==> src/rtl/tpr_consts.svh <==
// Purpose: Offsets, field positions, reset values and timing counts of the register bank.
// Assumes: Word-aligned AHB-Lite access; byte address is four times the register index.
// Notes:   Definitions only.
`ifndef TPR_CONSTS_SVH
`define TPR_CONSTS_SVH

// ==========================================
// Register indices
`define TPR_IDX_LINK_STATUS_LO 5'h00
`define TPR_IDX_LINK_STATUS_HI 5'h01
`define TPR_IDX_PAYLOAD_ENABLE 5'h02
`define TPR_IDX_LINK_CONTROL 5'h03
`define TPR_IDX_DIE_TEMPERATURE 5'h04
`define TPR_IDX_INTERNAL_VOLTAGE 5'h05
`define TPR_IDX_SUM_THRESHOLD_LO 5'h08
`define TPR_IDX_SUM_THRESHOLD_HI 5'h09
`define TPR_IDX_HISTORY_DATA_LO 5'h0a
`define TPR_IDX_HISTORY_DATA_HI 5'h0b
`define TPR_IDX_TEST_COUNTER_CTRL 5'h0c
`define TPR_IDX_DIST_CLOCK_FREQ 5'h0d
`define TPR_IDX_SYNC_EDGE_COUNT 5'h0e
`define TPR_IDX_FIRST_TRIGGER_INPUT_EDGE_COUNT 5'h0f
`define TPR_IDX_SECOND_TRIGGER_INPUT_EDGE_COUNT 5'h10
`define TPR_IDX_BUILD_VERSION 5'h11
`define TPR_IDX_CRATE_IDENTIFIER 5'h12
`define TPR_IDX_SCALER_WINDOW_CTRL 5'h13
`define TPR_IDX_CALORIMETER_THRESH 5'h14
`define TPR_IDX_SCALER1_THRESH_LO 5'h15
`define TPR_IDX_SCALER2_THRESH_LO 5'h16
`define TPR_IDX_SCALER3_THRESH_LO 5'h17
`define TPR_IDX_SCALER4_THRESH_LO 5'h18

// ==========================================
// Field positions
`define TPR_BIT_ALIGN_EN 3
`define TPR_BIT_FIBER_RESET 2
`define TPR_BIT_INIT_ALL 1
`define TPR_BIT_HIST_ARM 0
`define TPR_BIT_SCALER_CLEAR 15
`define TPR_BIT_SCALER_LATCH 14
`define TPR_INHIBIT_MSB 11
`define TPR_INHIBIT_LSB 8
`define TPR_CAL_WIN_MSB 6
`define TPR_REG_RESET 16'h0000

// ==========================================
// Timing
`define TPR_CLK_MHZ 100
`define TPR_MIN_PULSE_NS 30
`define TPR_MIN_PULSE_CYC ((`TPR_MIN_PULSE_NS * `TPR_CLK_MHZ + 999) / 1000)

`endif

==> src/rtl/tpr_pkg.sv <==
// Purpose: Types shared by the register bank, its monitor and its testbench.
// Assumes: Datapath status arrives on the same clock.
// Notes:   Payload channel-up index is payload number minus one.
`default_nettype none
package tpr_pkg;
   typedef struct packed {
      logic [11:0] lane_up;
      logic [5:0] chan_up;
      logic fiber_ready;
      logic fiber_remote_up;
      logic fiber_byte_align;
      logic fiber_chan_align;
      logic hist_ready;
      logic alignment_complete;
      logic sum_error;
   } tpr_status_t;

   typedef struct packed {
      logic [5:0] payload_en;
      logic align_en;
      logic fiber_reset;
      logic init_all;
      logic hist_arm;
      logic [31:0] sum_threshold;
      logic [15:0] crate_id;
      logic [3:0] inhibit_window;
      logic [6:0] cal_window;
      logic [15:0] cal_threshold;
      logic [63:0] scaler_thresh_lo;
   } tpr_ctrl_t;

   typedef enum logic [1:0] {TPR_IDLE, TPR_RD_WAIT, TPR_RD_DONE} tpr_bus_state_t;
endpackage
`default_nettype wire

==> src/rtl/tpr_regbank.sv <==
// Purpose: Control and status register bank of the trigger processor, AHB-Lite slave.
// Assumes: Single CORE_CLK domain; datapath status and measurements synchronous to it.
// Notes:   Reads take one wait state, writes none; 16-bit registers in hwdata[15:0].
// Functional notes
// Status 0 shows lane-up bits 11:0, channel-up of four payloads 15:12.
// Status 1 bit 9 alignment complete, bit 8 test-mode sum error.
// Status 1 bits 7:4 fiber link status, bit 3 history ready.
// Status 1 bit 1 all six channels up; bits 2, 0 single payloads.
// Payload enable bits 0..5 enable payloads one to six.
// Link control bit 3 enables data alignment on sync falling edge.
// Link control bit 2 fiber reset, bit 1 init transceivers, bit 0 arm history.
// Sum threshold read/write, low half offset 8, high half offset 9.
// History data readable, low half offset 10, high half offset 11.
// History advances after high half read; read low half first.
// Test control bits 0..2 reset sync, trigger1, trigger2 edge counters.
// Offset 13 bits 7:0 give distribution clock frequency in MHz.
// Offsets 14..16 hold 16-bit rising-edge counts of three distribution inputs.
// Distribution board holds each counted pulse high at least 30 ns.
// Build register bit 15 test build flag, bits 14:0 version.
// Offset 18 holds crate identifier, read/write.
// Rising edge of scaler control bit 14 latches timestamp and scalers.
// With bit 15 set, that rising edge also clears the scalers.
// Scaler control holds inhibit window 11:8 and calorimeter window 6:0.
// Offset 20 holds 16-bit calorimeter threshold.
// Offsets 21..24 hold low 16 threshold bits of scalers one to four.
// Rising edges found by comparing written bit with stored value.
`timescale 1ns/1ps
`default_nettype none
`include "tpr_consts.svh"
module tpr_regbank import tpr_pkg::*; #(
   parameter logic TEST_BUILD = 1'b0,
   parameter logic [14:0] FW_VERSION = 15'h0001, // Arbitrary value
   parameter int COUNT_WIDTH = 16
) (
   // Clock and reset
   input wire logic CORE_CLK,
   input wire logic SYS_RST,
   // AHB-Lite slave
   input wire logic HSEL,
   input wire logic [31:0] HADDR,
   input wire logic [1:0] HTRANS,
   input wire logic HWRITE,
   input wire logic [2:0] HSIZE,
   input wire logic HREADY,
   input wire logic [31:0] HWDATA,
   output logic [31:0] HRDATA,
   output logic HREADYOUT,
   output logic HRESP,
   // Datapath status
   input wire tpr_status_t STATUS,
   input wire logic [15:0] DIE_TEMP,
   input wire logic [15:0] VINT,
   input wire logic [7:0] DIST_CLK_MHZ,
   input wire logic [31:0] HIST_DATA,
   // Distribution board pins
   input wire logic SYNC_PIN,
   input wire logic FIRST_TRIGGER_INPUT,
   input wire logic SECOND_TRIGGER_INPUT,
   // Datapath control
   output tpr_ctrl_t CTRL,
   output logic HIST_ADVANCE,
   output logic SCALER_LATCH,
   output logic SCALER_CLEAR
);
   tpr_bus_state_t state_q;
   logic wr_pend_q;
   logic [4:0] wr_idx_q, rd_idx_q;
   logic wr_ok_q, rd_ok_q;
   logic addr_phase, addr_ok;
   logic [4:0] addr_idx;
   logic [15:0] wdata;
   logic [15:0] payload_en_q, link_ctrl_q, sum_lo_q, sum_hi_q, test_ctrl_q;
   logic [15:0] crate_q, scaler_ctrl_q, cal_thr_q;
   logic [15:0] scaler_thr_q [4];
   logic [15:0] rd_mux;
   logic [COUNT_WIDTH-1:0] edge_count [3];
   logic [2:0] edge_pins;
   logic [15:0] status_lo, status_hi;
   logic ctl_wr;
   logic latch_rise;

   // ==========================================
   // Address phase decode
   assign addr_phase = HSEL && HREADY && HTRANS[1];
   assign addr_idx = HADDR[6:2];
   // Anything beyond the map, or unaligned, reads zero and drops writes
   assign addr_ok = (HADDR[31:7] == 25'h0000000) && (HADDR[1:0] == 2'b00);
   assign wdata = HWDATA[15:0];

   // ==========================================
   // Bus state: reads stall one cycle so read data come from a flop
   always_ff @(posedge CORE_CLK) begin
      if (SYS_RST) begin
         state_q <= TPR_IDLE;
      end else begin
         case (state_q)
            TPR_IDLE: begin
               if (addr_phase && !HWRITE) begin
                  state_q <= TPR_RD_WAIT;
               end
            end
            TPR_RD_WAIT: begin
               state_q <= TPR_RD_DONE;
            end
            TPR_RD_DONE: begin
               if (addr_phase && !HWRITE) begin
                  state_q <= TPR_RD_WAIT;
               end else begin
                  state_q <= TPR_IDLE;
               end
            end
            default: begin
               state_q <= TPR_IDLE;
            end
         endcase
      end
   end

   assign HREADYOUT = (state_q != TPR_RD_WAIT);
   assign HRESP = 1'b0;

   always_ff @(posedge CORE_CLK) begin
      if (SYS_RST) begin
         wr_pend_q <= 1'b0;
         wr_idx_q <= 5'h00;
         wr_ok_q <= 1'b0;
         rd_idx_q <= 5'h00;
         rd_ok_q <= 1'b0;
      end else begin
         wr_pend_q <= addr_phase && HWRITE;
         if (addr_phase) begin
            wr_idx_q <= addr_idx;
            wr_ok_q <= addr_ok;
            rd_idx_q <= addr_idx;
            rd_ok_q <= addr_ok;
         end
      end
   end

   // Write data phase ends in the cycle after its address phase
   assign ctl_wr = wr_pend_q && wr_ok_q;

   // ==========================================
   // Read/write registers
   always_ff @(posedge CORE_CLK) begin
      if (SYS_RST) begin
         payload_en_q <= `TPR_REG_RESET;
         link_ctrl_q <= `TPR_REG_RESET;
         sum_lo_q <= `TPR_REG_RESET;
         sum_hi_q <= `TPR_REG_RESET;
         test_ctrl_q <= `TPR_REG_RESET;
         crate_q <= `TPR_REG_RESET;
         scaler_ctrl_q <= `TPR_REG_RESET;
         cal_thr_q <= `TPR_REG_RESET;
         for (int i = 0; i < 4; i++) begin
            scaler_thr_q[i] <= `TPR_REG_RESET;
         end
      end else if (ctl_wr) begin
         case (wr_idx_q)
            `TPR_IDX_PAYLOAD_ENABLE: payload_en_q <= wdata;
            `TPR_IDX_LINK_CONTROL: link_ctrl_q <= wdata;
            `TPR_IDX_SUM_THRESHOLD_LO: sum_lo_q <= wdata;
            `TPR_IDX_SUM_THRESHOLD_HI: sum_hi_q <= wdata;
            `TPR_IDX_TEST_COUNTER_CTRL: test_ctrl_q <= wdata;
            `TPR_IDX_CRATE_IDENTIFIER: crate_q <= wdata;
            `TPR_IDX_SCALER_WINDOW_CTRL: scaler_ctrl_q <= wdata;
            `TPR_IDX_CALORIMETER_THRESH: cal_thr_q <= wdata;
            `TPR_IDX_SCALER1_THRESH_LO: scaler_thr_q[0] <= wdata;
            `TPR_IDX_SCALER2_THRESH_LO: scaler_thr_q[1] <= wdata;
            `TPR_IDX_SCALER3_THRESH_LO: scaler_thr_q[2] <= wdata;
            `TPR_IDX_SCALER4_THRESH_LO: scaler_thr_q[3] <= wdata;
            default: begin
            end
         endcase
      end
   end

   // ==========================================
   // Scaler latch and clear: one pulse per zero-to-one write of bit 14
   assign latch_rise = ctl_wr && (wr_idx_q == `TPR_IDX_SCALER_WINDOW_CTRL)
                       && wdata[`TPR_BIT_SCALER_LATCH]
                       && !scaler_ctrl_q[`TPR_BIT_SCALER_LATCH];

   always_ff @(posedge CORE_CLK) begin
      if (SYS_RST) begin
         SCALER_LATCH <= 1'b0;
         SCALER_CLEAR <= 1'b0;
      end else begin
         SCALER_LATCH <= latch_rise;
         // New bit 15 of the same write counts, so one write can arm and fire
         SCALER_CLEAR <= latch_rise && wdata[`TPR_BIT_SCALER_CLEAR];
      end
   end

   // ==========================================
   // Edge counters on distribution board inputs
   assign edge_pins = {SECOND_TRIGGER_INPUT, FIRST_TRIGGER_INPUT, SYNC_PIN};

   // Counting relies on pulses of at least TPR_MIN_PULSE_CYC cycles
   generate
      for (genvar g = 0; g < 3; g++) begin : g_edge
         tpr_edge_counter #(
            .WIDTH(COUNT_WIDTH)
         ) u_cnt (
            .clk(CORE_CLK),
            .rst(SYS_RST),
            .pin(edge_pins[g]),
            .clear(test_ctrl_q[g]),
            .count(edge_count[g])
         );
      end
   endgenerate

   // ==========================================
   // Status words
   assign status_lo = {STATUS.chan_up[1], STATUS.chan_up[4], STATUS.chan_up[0],
                       STATUS.chan_up[2], STATUS.lane_up};
   assign status_hi = {6'h00, STATUS.alignment_complete, STATUS.sum_error,
                       STATUS.fiber_ready, STATUS.fiber_remote_up,
                       STATUS.fiber_byte_align, STATUS.fiber_chan_align,
                       STATUS.hist_ready,
                       STATUS.chan_up[5], &STATUS.chan_up, STATUS.chan_up[3]};

   // ==========================================
   // Read mux, sampled in the wait cycle
   always_comb begin
      rd_mux = 16'h0000;
      case (rd_idx_q)
         `TPR_IDX_LINK_STATUS_LO: rd_mux = status_lo;
         `TPR_IDX_LINK_STATUS_HI: rd_mux = status_hi;
         `TPR_IDX_PAYLOAD_ENABLE: rd_mux = payload_en_q;
         `TPR_IDX_LINK_CONTROL: rd_mux = link_ctrl_q;
         `TPR_IDX_DIE_TEMPERATURE: rd_mux = DIE_TEMP;
         `TPR_IDX_INTERNAL_VOLTAGE: rd_mux = VINT;
         `TPR_IDX_SUM_THRESHOLD_LO: rd_mux = sum_lo_q;
         `TPR_IDX_SUM_THRESHOLD_HI: rd_mux = sum_hi_q;
         `TPR_IDX_HISTORY_DATA_LO: rd_mux = HIST_DATA[15:0];
         `TPR_IDX_HISTORY_DATA_HI: rd_mux = HIST_DATA[31:16];
         `TPR_IDX_TEST_COUNTER_CTRL: rd_mux = test_ctrl_q;
         `TPR_IDX_DIST_CLOCK_FREQ: rd_mux = {8'h00, DIST_CLK_MHZ};
         `TPR_IDX_SYNC_EDGE_COUNT: rd_mux = 16'(edge_count[0]);
         `TPR_IDX_FIRST_TRIGGER_INPUT_EDGE_COUNT: rd_mux = 16'(edge_count[1]);
         `TPR_IDX_SECOND_TRIGGER_INPUT_EDGE_COUNT: rd_mux = 16'(edge_count[2]);
         `TPR_IDX_BUILD_VERSION: rd_mux = {TEST_BUILD, FW_VERSION};
         `TPR_IDX_CRATE_IDENTIFIER: rd_mux = crate_q;
         `TPR_IDX_SCALER_WINDOW_CTRL: rd_mux = scaler_ctrl_q;
         `TPR_IDX_CALORIMETER_THRESH: rd_mux = cal_thr_q;
         `TPR_IDX_SCALER1_THRESH_LO: rd_mux = scaler_thr_q[0];
         `TPR_IDX_SCALER2_THRESH_LO: rd_mux = scaler_thr_q[1];
         `TPR_IDX_SCALER3_THRESH_LO: rd_mux = scaler_thr_q[2];
         `TPR_IDX_SCALER4_THRESH_LO: rd_mux = scaler_thr_q[3];
         default: rd_mux = 16'h0000;
      endcase
      if (!rd_ok_q) begin
         rd_mux = 16'h0000;
      end
   end

   always_ff @(posedge CORE_CLK) begin
      if (SYS_RST) begin
         HRDATA <= 32'h00000000;
      end else if (state_q == TPR_RD_WAIT) begin
         HRDATA <= {16'h0000, rd_mux};
      end
   end

   // ==========================================
   // History advance once the high half has been handed over
   always_ff @(posedge CORE_CLK) begin
      if (SYS_RST) begin
         HIST_ADVANCE <= 1'b0;
      end else begin
         HIST_ADVANCE <= (state_q == TPR_RD_WAIT) && rd_ok_q
                         && (rd_idx_q == `TPR_IDX_HISTORY_DATA_HI);
      end
   end

   // ==========================================
   // Control outputs
   always_comb begin
      CTRL.payload_en = payload_en_q[5:0];
      CTRL.align_en = link_ctrl_q[`TPR_BIT_ALIGN_EN];
      CTRL.fiber_reset = link_ctrl_q[`TPR_BIT_FIBER_RESET];
      CTRL.init_all = link_ctrl_q[`TPR_BIT_INIT_ALL];
      CTRL.hist_arm = link_ctrl_q[`TPR_BIT_HIST_ARM];
      CTRL.sum_threshold = {sum_hi_q, sum_lo_q};
      CTRL.crate_id = crate_q;
      CTRL.inhibit_window = scaler_ctrl_q[`TPR_INHIBIT_MSB:`TPR_INHIBIT_LSB];
      CTRL.cal_window = scaler_ctrl_q[`TPR_CAL_WIN_MSB:0];
      CTRL.cal_threshold = cal_thr_q;
      CTRL.scaler_thresh_lo = {scaler_thr_q[3], scaler_thr_q[2],
                               scaler_thr_q[1], scaler_thr_q[0]};
   end
endmodule // tpr_regbank
`default_nettype wire

==> src/rtl/tpr_edge_counter.sv <==
// Purpose: Counts rising edges of one pin from the signal distribution board.
// Assumes: Pin is asynchronous to CORE_CLK; pulses held high long enough to sample twice.
// Notes:   Clear is a level and wins over a counted edge.
`timescale 1ns/1ps
`default_nettype none
module tpr_edge_counter #(
   parameter int WIDTH = 16
) (
   // Clock and reset
   input wire logic clk,
   input wire logic rst,
   // Pin and control
   input wire logic pin,
   input wire logic clear,
   // Result
   output logic [WIDTH-1:0] count
);
   logic s1_q, s2_q, s3_q, level_q;
   logic rise;

   // ==========================================
   // Synchroniser: change accepted once stages two and three agree
   always_ff @(posedge clk) begin
      if (rst) begin
         s1_q <= 1'b0;
         s2_q <= 1'b0;
         s3_q <= 1'b0;
      end else begin
         s1_q <= pin;
         s2_q <= s1_q;
         s3_q <= s2_q;
      end
   end

   always_ff @(posedge clk) begin
      if (rst) begin
         level_q <= 1'b0;
      end else if (s2_q == s3_q) begin
         level_q <= s3_q;
      end
   end

   assign rise = (s2_q == s3_q) && s3_q && !level_q;

   // ==========================================
   // Counter, wraps at full scale
   always_ff @(posedge clk) begin
      if (rst || clear) begin
         count <= '0;
      end else if (rise) begin
         count <= count + WIDTH'(1);
      end
   end
endmodule // tpr_edge_counter
`default_nettype wire

==> config.mk <==
export PLATFORM = sky130hd
export DESIGN_NAME = tpr_regbank
export DESIGN_NICKNAME = d
export VERILOG_FILES = /design/src/rtl/tpr_pkg.sv /design/src/rtl/tpr_regbank.sv /design/src/rtl/tpr_edge_counter.sv
export VERILOG_INCLUDE_DIRS = /design/src /design/src/rtl
export SDC_FILE = /design/constraint.sdc
export NUM_CORES = 1
export LEC_CHECK = 0
export BUFFER_PORTS_ARGS = -buffer_cell sky130_fd_sc_hd__buf_4
export CAP_MARGIN = 10
export CELL_PAD_IN_SITES_DETAIL_PLACEMENT = 1
export CELL_PAD_IN_SITES_GLOBAL_PLACEMENT = 1
export CORE_ASPECT_RATIO = 1.1
export CORE_MARGIN = 4
export CORE_UTILIZATION = 41
export CTS_BUF_LIST = sky130_fd_sc_hd__clkbuf_8
export DETAILED_ROUTE_END_ITERATION = 6
export HOLD_SLACK_MARGIN = 0.02
export PLACE_DENSITY_LB_ADDON = 0.1
export RECOVER_POWER = 100
export SLEW_MARGIN = 20
export SYNTH_ARGS = -nofsm -noshare
export SYNTH_HDL_FRONTEND = slang
export SYNTH_SLANG_ARGS = --single-unit
==> constraint.sdc <==
create_clock -name CORE_CLK -period 2.9 [get_ports CORE_CLK]
set_clock_uncertainty 0.05 [all_clocks]
set_input_delay 0.58 -clock CORE_CLK [delete_from_list [all_inputs] [get_ports CORE_CLK]]
set_output_delay 0.58 -clock CORE_CLK [all_outputs]
set_load 0.01 [all_outputs]
# Word-level counts from Yosys, hierarchy flattened
# Memories as Yosys holds them, arrays and structs flattened.
# Index checks and enable logic that the tools add are counted.
[word_totals] reg_bits=216 mem_bits_rw=64 in_bits=174 output_inout_bits=186 wordCells=134 memories=1
[mem_list] memory="scaler_thr_q" words=4 word_bits=16 read_ports=4 rd_clocked_by_memory_dff=0 wr=4 line_no="tpr_regbank.sv:74" source="logic [15:0] scaler_thr_q [4];"
[classes] addsub=3 eq_ne=29 mux=27 n_bitwise=4 reduce_logical=39
[ops] cell="16-bit one-hot mux with 23 select lines" n=1
[ops] cell="16-bit 2-to-1 mux" n=5
[ops] cell="16-bit by 1-bit adder with 16-bit output, second input constant" n=3
[ops] cell="5-bit equality test, second input constant" n=9
[ops] cell="5-bit by 4-bit equality test with 1-bit output, second input constant" n=8
[ops] cell="25-bit logical NOT" n=1
[ops] cell="1-bit 2-to-1 mux" n=19
[ops] cell="1-bit logical AND" n=18
[ops] cell="2-bit AND reduction" n=8
[ops] cell="5-bit by 2-bit equality test with 1-bit output, second input constant" n=2
[ops] cell="5-bit by 3-bit equality test with 1-bit output, second input constant" n=2
[ops] cell="2-bit one-hot mux with 3 select lines" n=1
[ops] cell="6-bit AND reduction" n=1
[ops] cell="5-bit by 1-bit equality test with 1-bit output, second input constant" n=1
[ops] cell="1-bit logical NOT" n=5
[ops] cell="5-bit logical NOT" n=1
[ops] cell="2-bit logical NOT" n=2
[ops] cell="1-bit OR" n=4
[ops] cell="1-bit equality test" n=3
[ops] cell="1-bit logical OR" n=3
[ops] cell="2-bit by 1-bit equality test with 1-bit output, second input constant" n=1
[ops] cell="2-bit equality test, second input constant" n=1
[ops] cell="2-bit 2-to-1 mux" n=1
[ops] cell="2-bit by 1-bit inequality test with 1-bit output, second input constant" n=1
[ops] cell="2-bit inequality test, second input constant" n=1

# Longest topological paths before layout
[depth] depth_word=6 ltp_mapped=8

# Cells and area by module
# From an unflattened synthesis, not the netlist that was laid out.
[unflattened] cells_unflattened=1506 area_unflattened_um2=13872.1
[by_module_without_submodules] module="tpr_regbank" n_inst=1 cells_each=1206 area_per_inst_um2=11233.3
[by_module_without_submodules] module="tpr_edge_counter" n_inst=3 cells_each=100 area_per_inst_um2=879.6

# Worst setup path before layout
# No wires, ideal clock.
[synth_timing] path_type="reg-to-reg" from="register, netlist name rd_idx_q[2]" to="memory scaler_thr_q[0][0] (enable)" setup_ns=0.367 arrival_time_ns=1.654 slack_ns=0.829 stages_incl_launch_ff=6 period_less_slack_ns=2.071 cell_sequence="dfxtp_1 or3b_1 buf_4 nor2_4 buf_4 a21o_1"
[synth_rtl] element="end: declaration" line_no="tpr_regbank.sv:74"

# Final worst setup path
[layout_timing] from="register rd_idx_q[2]" to="register HRDATA[2]"
[layout_between] elab_chain_cells=3 word_cells_on_any_way=25 cone_classes="eq/ne (22); mux (2); reduce/logical (1)"
[layout_rtl] element="start: declaration" line_no="tpr_regbank.sv:67" source="logic [4:0] wr_idx_q, rd_idx_q;"
[layout_rtl] element="start signal: assignment" line_no="tpr_regbank.sv:134" source="rd_idx_q <= addr_idx;"
[layout_rtl] element="5-bit equality test (tied with other cells)"
[layout_rtl] element="16-bit one-hot mux with 23 select lines (*)" line_no="tpr_regbank.sv:228" source="case (rd_idx_q)"
[layout_rtl] element="16-bit 2-to-1 mux (*)" line_no="tpr_regbank.sv:254" source="if (!rd_ok_q) begin"
[layout_rtl] element="end signal: assignment" line_no="tpr_regbank.sv:263" source="HRDATA <= {16'h0000, rd_mux};"
[layout_rtl] element="end: declaration" line_no="tpr_regbank.sv:46" source="output logic [31:0] HRDATA,"
# Mark *: on every way between the ends. The rest lies on a longest branch, timed or not.
# A chain may end at the register's enable or synchronous reset.

==> key figures <==
Synth
  • Netlist cell types: 71
  • Synth async-reset ratio: 0%
  • Post-synth top area cell: dfxtp_1
  • Register area share after synthesis: between 40 and 50%
  • Top post-synthesis cells by area: dfxtp_1 (32%), edfxtp_1 (14%), nand2_1 (7.9%), a21oi_1 (5.5%), a22oi_1 (3.8%)
  • Synth Cell Area: 0.0137 sq mm
  • Post-synth EDFFs: 64
  • Flops & latches, synth: 280
  • Mean Syn Cell Area: 8.90 sq um
  • Synth Instances: ~1500
  • Synth top area share: a little under a third
  • Top_reg_cell synth: dfxtp_1
  • Yosys warns: 0

Clock network
  • CTS-repair resized insts: 0
  • H-tree depth: 2
  • Clk slew on worst S/H paths: 0.06 ns
  • CTS Hold Buffers Added: 0
  • Post-CTS Setup Bufs: 0
  • Max Root-Sink Buffers: 3
  • Clock root buffer master: clkbuf_8
  • Worst-Skew Late Latency: 0.58 ns
  • CTS tree: built
  • Total CTS buffers: 50
  • CTS sink cnt: 280

Route
  • WL final: between 60 and 70 mm
  • 1st-pass router iterations: 5
  • Routed vias/inst: between 6 and 7
  • WL/cell: approximately 29 um
  • Via total after detailed routing: between 10000 and 15000
  • Starting DRT DRC Count: roughly 1500
  • DRC viols: 0
  • Remaining antenna violation count: 0

Critical path
  • Crit Path Max Fanout: 13
  • Worst R2R Path Depth: 5
  • Crit-path leading delay family: simple AND/OR/NAND/NOR gates
  • CP Data Arrival Time: approximately 3.2 ns
  • Setup crit start kind: flip-flop
  • Worst path depth: 5
  • Worst-path cell chain: or3b_1 > nor2_2 > a22oi_1 > and3_1 > a41oi_1
  • Critical Path RT: 3.35 ns
  • CP Buf/Inv Count: 0
  • Critical path type: flip-flop to flip-flop
  • Critical path's slowest cell: nor2_2
  • Slowest stage delay, CP: a little over 0.8 ns
  • CP Capture Type: flip-flop

Floorplan
  • Die Height: ~200 um
  • Row count: 69
  • Initial Util: about two fifths
  • Die area: between 0.03 and 0.04 sq mm
  • Core ar.: about 0.033 sq mm
  • Ports: between 300 and 400
  • Die W: approximately 180 um

Layout
  • P&R area growth vs syn: 22.0%
  • Nets: slightly above 2000
  • Layout cell share with drive strength beyond 1: a little under a fifth
  • Final Util: between 50% and 60%

Run status
  • Status: finished with violations
  • Violated checks: max-capacitance violations, max-slew violations

Placement
  • GP Congestion: ~1
  • Input/output buffers: between 300 and 400
  • Final HPWL DP: between 40 and 50 mm

Timing
  • Final setup fails: 0
  • Setup TNS: 0 ns
  • Max Fclk: roughly 0.36 GHz
  • RSZ-0062 raised after global routing: no
  • Final Hold Violating Endpoints: 0
  • Worst-margin pin slew: between 1.5 and 2 ns
  • Max-slew violation count: 68
  • Period Utilization, post-route: 95.9%
  • Slew headroom: -25.9%
  • Fin crit period: about 2.8 ns

Min path
  • Worst Hold Class: input port to flip-flop
  • Worst Hold Depth: 2

Power
  • PwrDens: slightly above 500 mW/mm^2
  • P_leak: approximately 6.0 nW
  • Total Power: 0.00844 W
  • VDD IR max: approximately 340 uV

GRT
  • First-pass GRT wire length: around 94 mm
  • Vias in the first global route: about 14000
  • Initial antenna violation count: 4
  • Grt ovf: 0
  • Pin count of the biggest net entering global routing: 68
  • Global-route usage over all layers: between 30% and 40%

Flow run
  • Max_cap viols: 1
==> cell usage in the layout, fill, tap and decap left out, drive strengths merged, types with 13 or more instances in the layout <==
cell,instances
buf,208
a22oi,69
conb,17
clkbuf,241
and3,18
or3,13
nor2b,17
and2,67
a21oi,150
nor2,103
nand4,36
nand3,30
nor3,26
nor4,16
inv,44
o21ai,14
mux2i,48
mux2,23
dfxtp,216
xnor2,24
edfxtp,64
a32oi,14
nand2,291
==> logic make-up (layout without fill, tap and decap cells) <==
logic type / Yosys count / in the layout / share of synthesized area, %
flops: 280 / 280 / 45.7
fa+ha+maj: 6 / 6 / 0.550
compound gates: 317 / 317 / 15.1
other cells: 1 / 18 / 0.0275
simple gates: 649 / 649 / 23.7
xor+xnor: 36 / 36 / 2.31
buf+inv: 172 / 500 / 6.89
mux: 73 / 73 / 5.74
==> cells in the mapped netlist, types with 8 or more instances <==
cell      count
nand2_1     286
dfxtp_1     216
a21oi_1     150
nor2_1       91
a22oi_1      69
and2_1       67
edfxtp_1     64
buf_4        58
clkbuf_1     55
mux2i_1      48
nand4_1      36
buf_2        32
nand3_1      30
xnor2_1      24
mux2_2       23
nor3_1       22
inv_1        19
and3_1       18
nor2b_1      17
a32oi_1      14
o21ai_0      14
or3_1        13
o31a_1       12
xor2_1       12
nor4_1       11
a21o_1        9
a22o_1        8
==> metrics by stage <==
| step | cell area [sq um] | std cells | hold WS [ns] | setup slack (ns) |
|---|---|---|---|---|
| 2_1_floorplan | 13700 | 1550 | 0.364 | 0.829 |
| 3_3_place_gp | 16400 | 2212 | 0.371 | 0.283 |
| 3_5_place_dp | 16400 | 2212 | 0.376 | 0.309 |
| 4_1_cts | 17400 | 2304 | 0.119 | 0.287 |
| 5_1_grt | 16700 | 2304 | 0.136 | 0.0938 |
| 6_report | 16700 | 2305 | 0.131 | 0.118 |
==> sequential cells by signal (all words and copies together) (netlist names), 5 cells and up <==
signal,flops
link_ctrl_q,16
sum_lo_q,16
g_edge.u_cnt.count,48
crate_q,16
rd_idx_q,5
payload_en_q,16
test_ctrl_q,16
scaler_ctrl_q,16
HRDATA,16
scaler_thr_q,64
cal_thr_q,16
sum_hi_q,16
==> layout make-up <==
class,count,area (sq um)
fill,3909,15900
multi-input combinational,1098,6520
sequential,280,6250
timing repair buffer,389,2300
clock buffer,60,826
tap,426,533
clock inverter,32,155
inverter,19,71.3
antenna,1,2.50
==> power breakdown <==
part           leakage [nW]  switching [W]  internal, W
logic                  3.04       0.000436     0.000243
clock network         0.596        0.00175      0.00196
registers              2.40      0.0000356      0.00402
total                  6.04        0.00222      0.00622
==> worst paths after layout <==
| kind | start | end | slack, ns |
|---|---|---|---|
| setup / recovery | rd_idx_q[2]$_SDFFE_PP0P_ | HRDATA[2]$_SDFFE_PP0N_ | 0.12 |
| hold / removal | HWRITE | state_q[0]$_SDFFE_PP0P_ | 0.13 |
| setup reg to reg | rd_idx_q[2]$_SDFFE_PP0P_ | HRDATA[2]$_SDFFE_PP0N_ | 0.12 |
| hold reg to reg | g_edge[2].u_cnt.s1_q$_SDFF_PP0_ | g_edge[2].u_cnt.s2_q$_SDFF_PP0_ | 0.40 |
==> layer usage <==
metal / vias up / track usage (%) / share of wire (%)
li1: 5957 / - / -
met1: 6820 / 45.8 / 39
met2: 855 / 56.4 / 46
met3: 200 / 6.30 / 9.7
met4: 2 / 17.1 / 5.8
met5: - / 0 / 0.029
Note: power is estimated with default switching activity, not from simulation.
